`config.mk`:
```
export PLATFORM = sky130hd
export DESIGN_NAME = nv_data_and_program_access
export DESIGN_NICKNAME = d
export VERILOG_FILES = /design/src/nv_access_pkg.sv /design/src/nv_data_and_program_access.sv /design/src/nv_byte_array.sv
export SDC_FILE = /design/constraint.sdc
export NUM_CORES = 2
export LEC_CHECK = 0
export BUFFER_PORTS_ARGS = -buffer_cell sky130_fd_sc_hd__buf_2
export CORE_UTILIZATION = 64
export CTS_CLUSTER_SIZE = 30
export DETAILED_ROUTE_END_ITERATION = 6
export MAX_ROUTING_LAYER = met4
export PLACE_DENSITY = 0.8
export SYNTH_ARGS = -nofsm -noshare
export SYNTH_HDL_FRONTEND = slang
export SYNTH_SLANG_ARGS = --single-unit
```
`constraint.sdc`:
```
create_clock -name clk_in -period 7.6 [get_ports clk_in]
set_input_delay 0.76 -clock clk_in [delete_from_list [all_inputs] [get_ports clk_in]]
set_output_delay 0.76 -clock clk_in [all_outputs]
set_load 0.02 [all_outputs]
```
`src/nv_access_pkg.sv`:
```
// Package for the nonvolatile access controller: register indices, field
// positions, reset values, unlock keys and shared types.
// Assumes a single CPU instruction clock and an SFR port of indexed registers.
package nv_access_pkg;

  // Register indices on the SFR port
  localparam logic [2:0] IDX_DATA_LOW = 3'h0;
  localparam logic [2:0] IDX_ADDR_LOW = 3'h1;
  localparam logic [2:0] IDX_DATA_HIGH = 3'h2;
  localparam logic [2:0] IDX_ADDR_HIGH = 3'h3;
  localparam logic [2:0] IDX_CONTROL = 3'h4;
  localparam logic [2:0] IDX_UNLOCK = 3'h5;

  // Control register fields
  localparam int CTL_SPACE_BIT = 7;
  localparam int CTL_ABORT_BIT = 3;
  localparam int CTL_PERMIT_BIT = 2;
  localparam int CTL_WRITE_BIT = 1;
  localparam int CTL_READ_BIT = 0;

  // Implemented bits of the high registers
  localparam logic [7:0] DATA_HIGH_MASK = 8'h3F;
  localparam logic [7:0] ADDR_HIGH_MASK = 8'h1F;

  // Reset and erased-byte values
  localparam logic [7:0] REG_RESET = 8'h00;
  localparam logic [7:0] ERASED_BYTE = 8'hFF;

  // Unlock sequence keys
  localparam logic [7:0] UNLOCK_KEY_FIRST = 8'h55;
  localparam logic [7:0] UNLOCK_KEY_SECOND = 8'hAA;

  // Array geometry and word widths
  localparam int DATA_DEPTH = 256;
  localparam int DATA_WIDTH = 8;
  localparam int PROG_WORD_WIDTH = 14;
  localparam int PROG_ADDR_WIDTH = 13;
  localparam int PROG_WORDS_DEFAULT = 8192;

  // Self-timed write length in instruction clocks
  localparam int WRITE_CYCLES_DEFAULT = 1000;
  localparam int WRITE_COUNT_WIDTH = 16;

  // One CPU access to the SFR port
  typedef struct packed {
    logic wr;
    logic rd;
    logic [2:0] idx;
    logic [7:0] wdata;
  } sfr_req_s;

  // Programmer-side read request to the data array
  typedef struct packed {
    logic rd;
    logic [7:0] addr;
  } ext_req_s;

  // Progress of the unlock sequence
  typedef enum logic [1:0] {
    UNL_IDLE,
    UNL_GOT_FIRST,
    UNL_ARMED
  } unlock_e;

  // Self-timed write sequencer
  typedef enum logic [1:0] {
    WR_IDLE,
    WR_BUSY
  } write_e;

endpackage

```
`src/nv_data_and_program_access.sv`:
```
// Controller giving the CPU indirect access to the data array (read/write)
// and to the program flash (read only) through six indexed SFRs.
// Assumes flash data returns combinationally from prog_addr_out, reset
// request inputs are synchronous pulses or levels, and one clock domain.

// Functional notes
// - Data array has 256 bytes, addressed 00h-FFh by the low address alone.
// - Program reads build a 14-bit word and a 13-bit word address.
// - Program flash is 4K or 8K words; single-word reads only.
// - A data byte write first erases the location, then programs it.
// - Write length comes from an internal timer, not from software.
// - Code protection blocks the programmer but never the CPU.
// - Control bit 7 selects data (0, reset) or program (1) space.
// - Program space is read only; write-start does nothing there.
// - Read-start and write-start are set-only; hardware clears them when done.
// - Write permit at bit 2 gates data writes; clear after power-up.
// - Abort flag at bit 3 set by pin, watchdog or brownout reset mid-write.
// - A reset that aborts a write clears data and address registers.
// - Write completion sets the done flag; software clears it.
// - Unlock port has no storage and reads as zero.
// - A data read presents the byte in the low data register next cycle.
// - Low data keeps the read value until another read, a software write or an abort reset.
// - High data implements bits 5-0; bits 7-6 read zero.
// - High address implements bits 4-0; bits 7-5 read zero.
// - Write starts only after 55h then AAh to unlock, then write-start.
// - Write-start blocked while permit is clear; clearing later has no effect.
module nv_data_and_program_access
  import nv_access_pkg::*;
#(
  parameter int PROG_WORDS = PROG_WORDS_DEFAULT,
  parameter int WRITE_CYCLES = WRITE_CYCLES_DEFAULT
) (
  input wire logic clk_in,
  input wire logic rst_b_in,
  input wire sfr_req_s sfr_req_in,
  output logic [7:0] sfr_rdata_out,
  input wire logic ext_reset_pin_in,
  input wire logic watchdog_timeout_in,
  input wire logic brownout_reset_in,
  output logic nv_done_set_out,
  output logic [PROG_ADDR_WIDTH-1:0] prog_addr_out,
  output logic prog_rd_out,
  input wire logic [PROG_WORD_WIDTH-1:0] prog_data_in,
  input wire logic code_protect_in,
  input wire ext_req_s ext_req_in,
  output logic [7:0] ext_rdata_out,
  output logic ext_denied_out
);

  localparam logic [WRITE_COUNT_WIDTH-1:0] WRITE_LAST =
    WRITE_COUNT_WIDTH'(WRITE_CYCLES - 1);
  localparam logic [PROG_ADDR_WIDTH-1:0] PROG_ADDR_MASK =
    PROG_ADDR_WIDTH'(PROG_WORDS - 1);

  // Programmer-visible registers
  logic [7:0] data_low_reg;
  logic [7:0] addr_low_reg;
  logic [7:0] data_high_reg;
  logic [7:0] addr_high_reg;
  logic space_select_reg;
  logic store_abort_flag_reg;
  logic store_permit_reg;
  logic write_start_reg;
  logic read_start_reg;
  logic read_space_reg;

  // Sequencing state
  unlock_e unlock_reg;
  write_e write_state_reg;
  logic [WRITE_COUNT_WIDTH-1:0] write_count_reg;
  logic [7:0] write_addr_reg;
  logic [7:0] write_data_reg;

  // Array connections
  logic arr_wr_en;
  logic [7:0] arr_wr_addr;
  logic [7:0] arr_wr_data;
  logic [7:0] arr_cpu_rdata;
  logic [7:0] arr_ext_rdata;

  // Decoded events
  logic abort_reset;
  logic ctl_wr;
  logic unlock_wr;
  logic write_go;
  logic write_done;

  // Folds the two address bytes into a word address inside the fitted flash
  function automatic logic [PROG_ADDR_WIDTH-1:0] prog_word_addr(
    input logic [7:0] hi,
    input logic [7:0] lo
  );
    logic [15:0] full;
    full = {hi & ADDR_HIGH_MASK, lo};
    return full[PROG_ADDR_WIDTH-1:0] & PROG_ADDR_MASK;
  endfunction

  // Tests whether the current SFR access is a write to one register
  function automatic logic reg_write(input sfr_req_s req, input logic [2:0] idx);
    return req.wr && (req.idx == idx);
  endfunction

  // Any non-power-on reset source; these also abort a write in flight
  assign abort_reset = ext_reset_pin_in | watchdog_timeout_in | brownout_reset_in;
  assign ctl_wr = reg_write(sfr_req_in, IDX_CONTROL);
  assign unlock_wr = reg_write(sfr_req_in, IDX_UNLOCK);

  // A write starts only when armed, permitted, idle and aimed at data space
  assign write_go = ctl_wr && sfr_req_in.wdata[CTL_WRITE_BIT]
    && (unlock_reg == UNL_ARMED)
    && store_permit_reg
    && !sfr_req_in.wdata[CTL_SPACE_BIT]
    && (write_state_reg == WR_IDLE) && !abort_reset;
  assign write_done = (write_state_reg == WR_BUSY) && (write_count_reg == '0)
    && !abort_reset;

  // Unlock tracker: any write other than the exact sequence disarms it
  always_ff @(posedge clk_in or negedge rst_b_in) begin
    if (!rst_b_in) begin
      unlock_reg <= UNL_IDLE;
    end else if (abort_reset) begin
      unlock_reg <= UNL_IDLE;
    end else if (sfr_req_in.wr) begin
      case (unlock_reg)
        UNL_IDLE: begin
          unlock_reg <= (unlock_wr && sfr_req_in.wdata == UNLOCK_KEY_FIRST)
            ? UNL_GOT_FIRST : UNL_IDLE;
        end
        UNL_GOT_FIRST: begin
          unlock_reg <= (unlock_wr && sfr_req_in.wdata == UNLOCK_KEY_SECOND)
            ? UNL_ARMED : UNL_IDLE;
        end
        UNL_ARMED: begin
          unlock_reg <= UNL_IDLE; // One write-start per sequence
        end
        default: begin
          unlock_reg <= UNL_IDLE;
        end
      endcase
    end
  end

  // Self-timed write: erase on entry, program on the last count
  always_ff @(posedge clk_in or negedge rst_b_in) begin
    if (!rst_b_in) begin
      write_state_reg <= WR_IDLE;
      write_count_reg <= '0;
      write_addr_reg <= REG_RESET;
      write_data_reg <= REG_RESET;
    end else begin
      case (write_state_reg)
        WR_IDLE: begin
          if (write_go) begin
            write_state_reg <= WR_BUSY;
            write_count_reg <= WRITE_LAST;
            write_addr_reg <= addr_low_reg;
            write_data_reg <= data_low_reg;
          end
        end
        WR_BUSY: begin
          if (abort_reset || write_count_reg == '0) begin
            write_state_reg <= WR_IDLE;
          end else begin
            write_count_reg <= write_count_reg - 1'b1;
          end
        end
        default: begin
          write_state_reg <= WR_IDLE;
        end
      endcase
    end
  end

  // Array write port: erase byte at start, final value at completion
  always_comb begin
    arr_wr_en = 1'b0;
    arr_wr_addr = write_addr_reg;
    arr_wr_data = write_data_reg;
    if (write_go) begin
      arr_wr_en = 1'b1;
      arr_wr_addr = addr_low_reg;
      arr_wr_data = ERASED_BYTE;
    end else if (write_done) begin
      arr_wr_en = 1'b1;
    end
  end

  // Control bits; set-only bits ignore software zeros
  always_ff @(posedge clk_in or negedge rst_b_in) begin
    if (!rst_b_in) begin
      space_select_reg <= 1'b0;
      store_permit_reg <= 1'b0;
      write_start_reg <= 1'b0;
      read_start_reg <= 1'b0;
      read_space_reg <= 1'b0;
    end else if (abort_reset) begin
      space_select_reg <= 1'b0;
      store_permit_reg <= 1'b0;
      write_start_reg <= 1'b0;
      read_start_reg <= 1'b0;
      read_space_reg <= 1'b0;
    end else begin
      if (ctl_wr) begin
        space_select_reg <= sfr_req_in.wdata[CTL_SPACE_BIT];
        store_permit_reg <= sfr_req_in.wdata[CTL_PERMIT_BIT];
      end
      // Held for the whole timed cycle, dropped by the sequencer or by an abort reset
      if (write_go) begin
        write_start_reg <= 1'b1;
      end else if (write_done) begin
        write_start_reg <= 1'b0;
      end
      // Read completes in one cycle, so a set is always followed by a clear
      if (ctl_wr && sfr_req_in.wdata[CTL_READ_BIT] && !read_start_reg) begin
        read_start_reg <= 1'b1;
        read_space_reg <= sfr_req_in.wdata[CTL_SPACE_BIT];
      end else begin
        read_start_reg <= 1'b0;
      end
    end
  end

  // Abort flag: set by a reset that cuts a write short, cleared on a clean finish
  always_ff @(posedge clk_in or negedge rst_b_in) begin
    if (!rst_b_in) begin
      store_abort_flag_reg <= 1'b0;
    end else if (abort_reset && write_state_reg == WR_BUSY) begin
      store_abort_flag_reg <= 1'b1;
    end else if (write_done) begin
      store_abort_flag_reg <= 1'b0;
    end else if (ctl_wr) begin
      store_abort_flag_reg <= sfr_req_in.wdata[CTL_ABORT_BIT];
    end
  end

  // Address registers; unimplemented high bits never store
  always_ff @(posedge clk_in or negedge rst_b_in) begin
    if (!rst_b_in) begin
      addr_low_reg <= REG_RESET;
      addr_high_reg <= REG_RESET;
    end else if (abort_reset) begin
      addr_low_reg <= REG_RESET;
      addr_high_reg <= REG_RESET;
    end else begin
      if (reg_write(sfr_req_in, IDX_ADDR_LOW)) begin
        addr_low_reg <= sfr_req_in.wdata;
      end
      if (reg_write(sfr_req_in, IDX_ADDR_HIGH)) begin
        addr_high_reg <= sfr_req_in.wdata & ADDR_HIGH_MASK;
      end
    end
  end

  // Data registers; a finishing read beats a software write in the same cycle
  always_ff @(posedge clk_in or negedge rst_b_in) begin
    if (!rst_b_in) begin
      data_low_reg <= REG_RESET;
      data_high_reg <= REG_RESET;
    end else if (abort_reset) begin
      data_low_reg <= REG_RESET;
      data_high_reg <= REG_RESET;
    end else if (read_start_reg && !read_space_reg) begin
      data_low_reg <= arr_cpu_rdata;
    end else if (read_start_reg && read_space_reg) begin
      data_low_reg <= prog_data_in[7:0];
      data_high_reg <= {2'b00, prog_data_in[PROG_WORD_WIDTH-1:8]};
    end else begin
      if (reg_write(sfr_req_in, IDX_DATA_LOW)) begin
        data_low_reg <= sfr_req_in.wdata;
      end
      if (reg_write(sfr_req_in, IDX_DATA_HIGH)) begin
        data_high_reg <= sfr_req_in.wdata & DATA_HIGH_MASK;
      end
    end
  end

  // Flash address follows the address bytes; strobe marks the read cycle
  always_ff @(posedge clk_in or negedge rst_b_in) begin
    if (!rst_b_in) begin
      prog_addr_out <= '0;
      prog_rd_out <= 1'b0;
    end else begin
      prog_addr_out <= prog_word_addr(addr_high_reg, addr_low_reg);
      prog_rd_out <= ctl_wr && sfr_req_in.wdata[CTL_READ_BIT]
        && sfr_req_in.wdata[CTL_SPACE_BIT] && !read_start_reg && !abort_reset;
    end
  end

  // One-cycle completion pulse toward the peripheral flag register
  always_ff @(posedge clk_in or negedge rst_b_in) begin
    if (!rst_b_in) begin
      nv_done_set_out <= 1'b0;
    end else begin
      nv_done_set_out <= write_done;
    end
  end

  // SFR read data, registered; the unlock port and unmapped slots read zero
  always_ff @(posedge clk_in or negedge rst_b_in) begin
    if (!rst_b_in) begin
      sfr_rdata_out <= REG_RESET;
    end else if (!sfr_req_in.rd) begin
      sfr_rdata_out <= REG_RESET;
    end else if (sfr_req_in.idx == IDX_DATA_LOW) begin
      sfr_rdata_out <= data_low_reg;
    end else if (sfr_req_in.idx == IDX_ADDR_LOW) begin
      sfr_rdata_out <= addr_low_reg;
    end else if (sfr_req_in.idx == IDX_DATA_HIGH) begin
      sfr_rdata_out <= data_high_reg & DATA_HIGH_MASK;
    end else if (sfr_req_in.idx == IDX_ADDR_HIGH) begin
      sfr_rdata_out <= addr_high_reg & ADDR_HIGH_MASK;
    end else if (sfr_req_in.idx == IDX_CONTROL) begin
      sfr_rdata_out <= {space_select_reg, 3'b000, store_abort_flag_reg,
        store_permit_reg, write_start_reg, read_start_reg};
    end else begin
      sfr_rdata_out <= REG_RESET;
    end
  end

  // Programmer port: refused while code protection is on, CPU path unaffected
  always_ff @(posedge clk_in or negedge rst_b_in) begin
    if (!rst_b_in) begin
      ext_rdata_out <= REG_RESET;
      ext_denied_out <= 1'b0;
    end else if (ext_req_in.rd) begin
      ext_rdata_out <= code_protect_in ? REG_RESET : arr_ext_rdata;
      ext_denied_out <= code_protect_in;
    end else begin
      ext_denied_out <= 1'b0;
    end
  end

  nv_byte_array #(
    .DEPTH(DATA_DEPTH),
    .WIDTH(DATA_WIDTH)
  ) u_data_array (
    .clk_in(clk_in),
    .wr_en_in(arr_wr_en),
    .wr_addr_in(arr_wr_addr),
    .wr_data_in(arr_wr_data),
    .rd_addr_a_in(addr_low_reg),
    .rd_data_a_out(arr_cpu_rdata),
    .rd_addr_b_in(ext_req_in.addr),
    .rd_data_b_out(arr_ext_rdata)
  );

endmodule // nv_data_and_program_access

```
`src/nv_byte_array.sv`:
```
// Byte-wide data array with one write port and two combinational read ports.
// Assumes writes are qualified by the controller; contents have no reset.
module nv_byte_array #(
  parameter int DEPTH = 256,
  parameter int WIDTH = 8,
  parameter int AW = $clog2(DEPTH)
) (
  input wire logic clk_in,
  input wire logic wr_en_in,
  input wire logic [AW-1:0] wr_addr_in,
  input wire logic [WIDTH-1:0] wr_data_in,
  input wire logic [AW-1:0] rd_addr_a_in,
  output logic [WIDTH-1:0] rd_data_a_out,
  input wire logic [AW-1:0] rd_addr_b_in,
  output logic [WIDTH-1:0] rd_data_b_out
);

  logic [WIDTH-1:0] cells [DEPTH];

  // Storage is nonvolatile in intent, so reset leaves it alone
  always_ff @(posedge clk_in) begin
    if (wr_en_in) begin
      cells[wr_addr_in] <= wr_data_in;
    end
  end

  // Read ports are flow-through; the controller registers what it needs
  assign rd_data_a_out = cells[rd_addr_a_in];
  assign rd_data_b_out = cells[rd_addr_b_in];

endmodule // nv_byte_array

```
==> flow_summary.yaml <==
run_status:
  outcome: "finished with violations"
  failed_checks: "design-rule violations"
drt:
  drc: 232
  first_iter_violations: 12460
  wire_per_inst_um: 43.6
  vias: 62109
  firstDrtPassIters: 7
  via_per_inst: 8.27
  routed_wl_um: 327000
  antenna_left: 0
sta:
  rsz0062_at_grt: "false"
  setup_viol: 0
  slew_headroom_pct: 6.85
  finalCriticalPeriod_ns: 5.69
  drv_slew: 0
  hold_slack_ns: 0.191
  hold_violations: 0
  clock.fmax_mhz: 176
  worst_pin_slew_ns: 1.40
  fin_crit_sh_pct: 74.9
  skew_ns: 0.0455
  finalSetupTns_ns: 0
die:
  die_y_um: 397
  rows: 144
  die-area_mm2: 0.157
  coreArea_mm2: 0.154
  initial_core_util_pct: 64.6
  io_pins: 74
  die_w_um: 397
placement:
  dp.cells: 7074
  io_buffers: 73
  dp_hpwl_um: 210000
  place.gp.congestion: 1.03
clock_tree:
  cts.sinks: 2148
  post_cts_buffers: 0
  cts-resized-gates: 0
  numCtsBuffers: 209
  htreeDepth: 4
  clk_pin_slew_worst_paths_ns: 0.06
  clock_path_buffers: 3
  clock_latency_ns: 0.88
  cts_tree: "done"
  cts_root_buffer: "clkbuf_16"
yosys:
  ys_seq_area_share_pct: 64.2
  synth_top_area_cell: "edfxtp_1"
  synth-edff-count: 2048
  synthCells: 5240
  synth.distinct_cells: 67
  synthFlopType: "edfxtp_1"
  ys_top_cells_by_area: "edfxtp_1, mux4_2, dfrtp_1"
  avgSynthCellArea_um2: 19.0
  async_flop_share_pct: 4.66
  ys_warn_count: 0
  synth_top_area_share_pct: 61.7
  ys_ff_latch: 2148
  syn_nets: 5283
  synth_area_mm2: 0.0997
worst_hold_path:
  timing.hold.worst.start: "sfr_req_in[11]"
  min_path_type: "input pin to flop"
  worstHoldPathCells: 2
worst_setup_path:
  critPathMaxFanout: 18
  start_kind: "flop"
  critical_path_required_ns: 8.09
  setup.worst_path.end_class: "flop"
  critPathKind: "flop to flop"
  crit_arrival_ns: 6.18
  startpoint: "write_count_reg[0]$_DFFE_PN0P_"
  reg2reg_depth: 9
  r2r-start: "write_count_reg[0]$_DFFE_PN0P_"
grt:
  grt_pass1_wl_um: 458000
  track_usage_pct: 43.4
  globalRouteOverflowTotal: 0
  grt_max_degree: 195
  grt_antenna_before_repair: 24
  first_global_vias: 59029
final_layout:
  final_common_cell: "edfxtp_1"
  fin_cells: 7514
  drive_above_1_share_pct: 29.7
  fin_nets: 5285
  mostFrequentLayoutCells: "edfxtp_1, mux4_2, nor2_1"
  area_growth_pct: 9.61
  largest_reg_flops: 2048
power_and_ir_drop:
  switching_power_uw: 5150
  p_per_area_mw_per_mm2: 221
  ir_worst_vdd_v: 0.000261
  p_seq_share_pct: 52.8
  p_clk_share_pct: 44.5
  power_frac_comb_pct: 2.7
  leakage_uw: 0.0276
  switching_share_pct: 21.3
  p_int_uw: 19100
job:
  maxCapViolations: 0
layer usage:
layer	vias up	wire [um]	global-route usage, %
met4	0	23500	23.8
met3	1403	58200	18.4
met2	6859	141000	59.0
met5	-	0	-
li1	22535	-	-
met1	31312	104000	55.4
cells in the mapped netlist, types with 7 or more instances:
library cell / instances
a211oi_1: 58
a21oi_1: 116
a221oi_1: 50
a22o_1: 31
a22oi_1: 129
a31oi_1: 11
and2_1: 11
buf_1: 33
buf_2: 134
buf_4: 56
buf_6: 18
clkbuf_1: 171
dfrtp_1: 100
edfxtp_1: 2048
inv_1: 19
mux2_2: 18
mux2i_1: 243
mux4_2: 1022
nand2_1: 200
nand2b_1: 20
nand3_1: 34
nand3b_1: 11
nor2_1: 324
nor2b_1: 41
nor3_1: 35
nor4_1: 9
o211ai_1: 15
o21ai_0: 26
o221ai_1: 95
o22ai_1: 54
o311ai_0: 8
o31ai_1: 13
or3_1: 7
critical path, stage by stage (launching register included):
cell and delay [ns]:
dfrtp_1 0.40, inv_1 0.09, ha_1 0.16, inv_1 0.06, or4_1 0.58, nor4_2 0.95, or2_1 0.70, nand3_1 0.92
buf_4 0.57, nor2_1 0.83
worst paths after layout:
check,to,slack [ns]
worst min-delay path,sfr_rdata_out[2]$_DFF_PN0_,0.19
worst min register to register,prog_addr_out[11]$_DFF_PN0_,0.41
worst max-delay path,u_data_array.cells[143][2]$_DFFE_PP_,1.91
worst max register to register,u_data_array.cells[143][2]$_DFFE_PP_,1.91
min in group asynchronous,ext_denied_out$_DFF_PN0_,0.46
max in group asynchronous,addr_low_reg[1]$_DFFE_PN0P_,5.85
power groups by stage:
stage,combinational (uW),clock [uW],sequential [uW]
finish,651,10800,12800
global placement,625,0,13000
CTS,630,10700,12800
detailed placement,628,0,13000
global route,660,11100,12800
floorplan,401,0,13000
area by class of cell:
cell class	count	area, um^2
sequential	2148	64000
inverter	22	87.6
tap	2044	2560
clock buffer	246	5440
timing repair buffer	203	1740
fill	8886	45100
multi-input combinational	2658	33700
antenna	44	110
clock inverter	149	1630
kinds of logic after synthesis:
group	count (synthesis)	synth area share (%)
buffers and inverters	434	2.15
flip-flops	2148	64.2
adder cells (fa/ha/maj)	1	0.0125
AND/OR/NAND/NOR	731	3.27
XOR/XNOR	10	0.0878
multiplexers	1283	25.7
AO/OA/AOI/OAI	633	4.60
metrics by stage:
step	area (um^2)	power (uW)	worst slack, ns	util, %
after floorplan	99700	13400	1.59	-
after global placement	102000	13700	1.60	66.1
after detailed placement	102000	13700	2.00	66.1
after CTS	109000	24100	2.35	70.7
after global routing	109000	24600	1.99	70.8
final	109000	24200	1.91	70.8
timing repair:
| action | CTS | global route |
|---|---|---|
| endpoints found under the hold margin | 41 | 0 |
| hold buffers | 1 | 0 |
| setup endpoints to repair | 0 | 0 |
(Power assumes the default switching activity.)
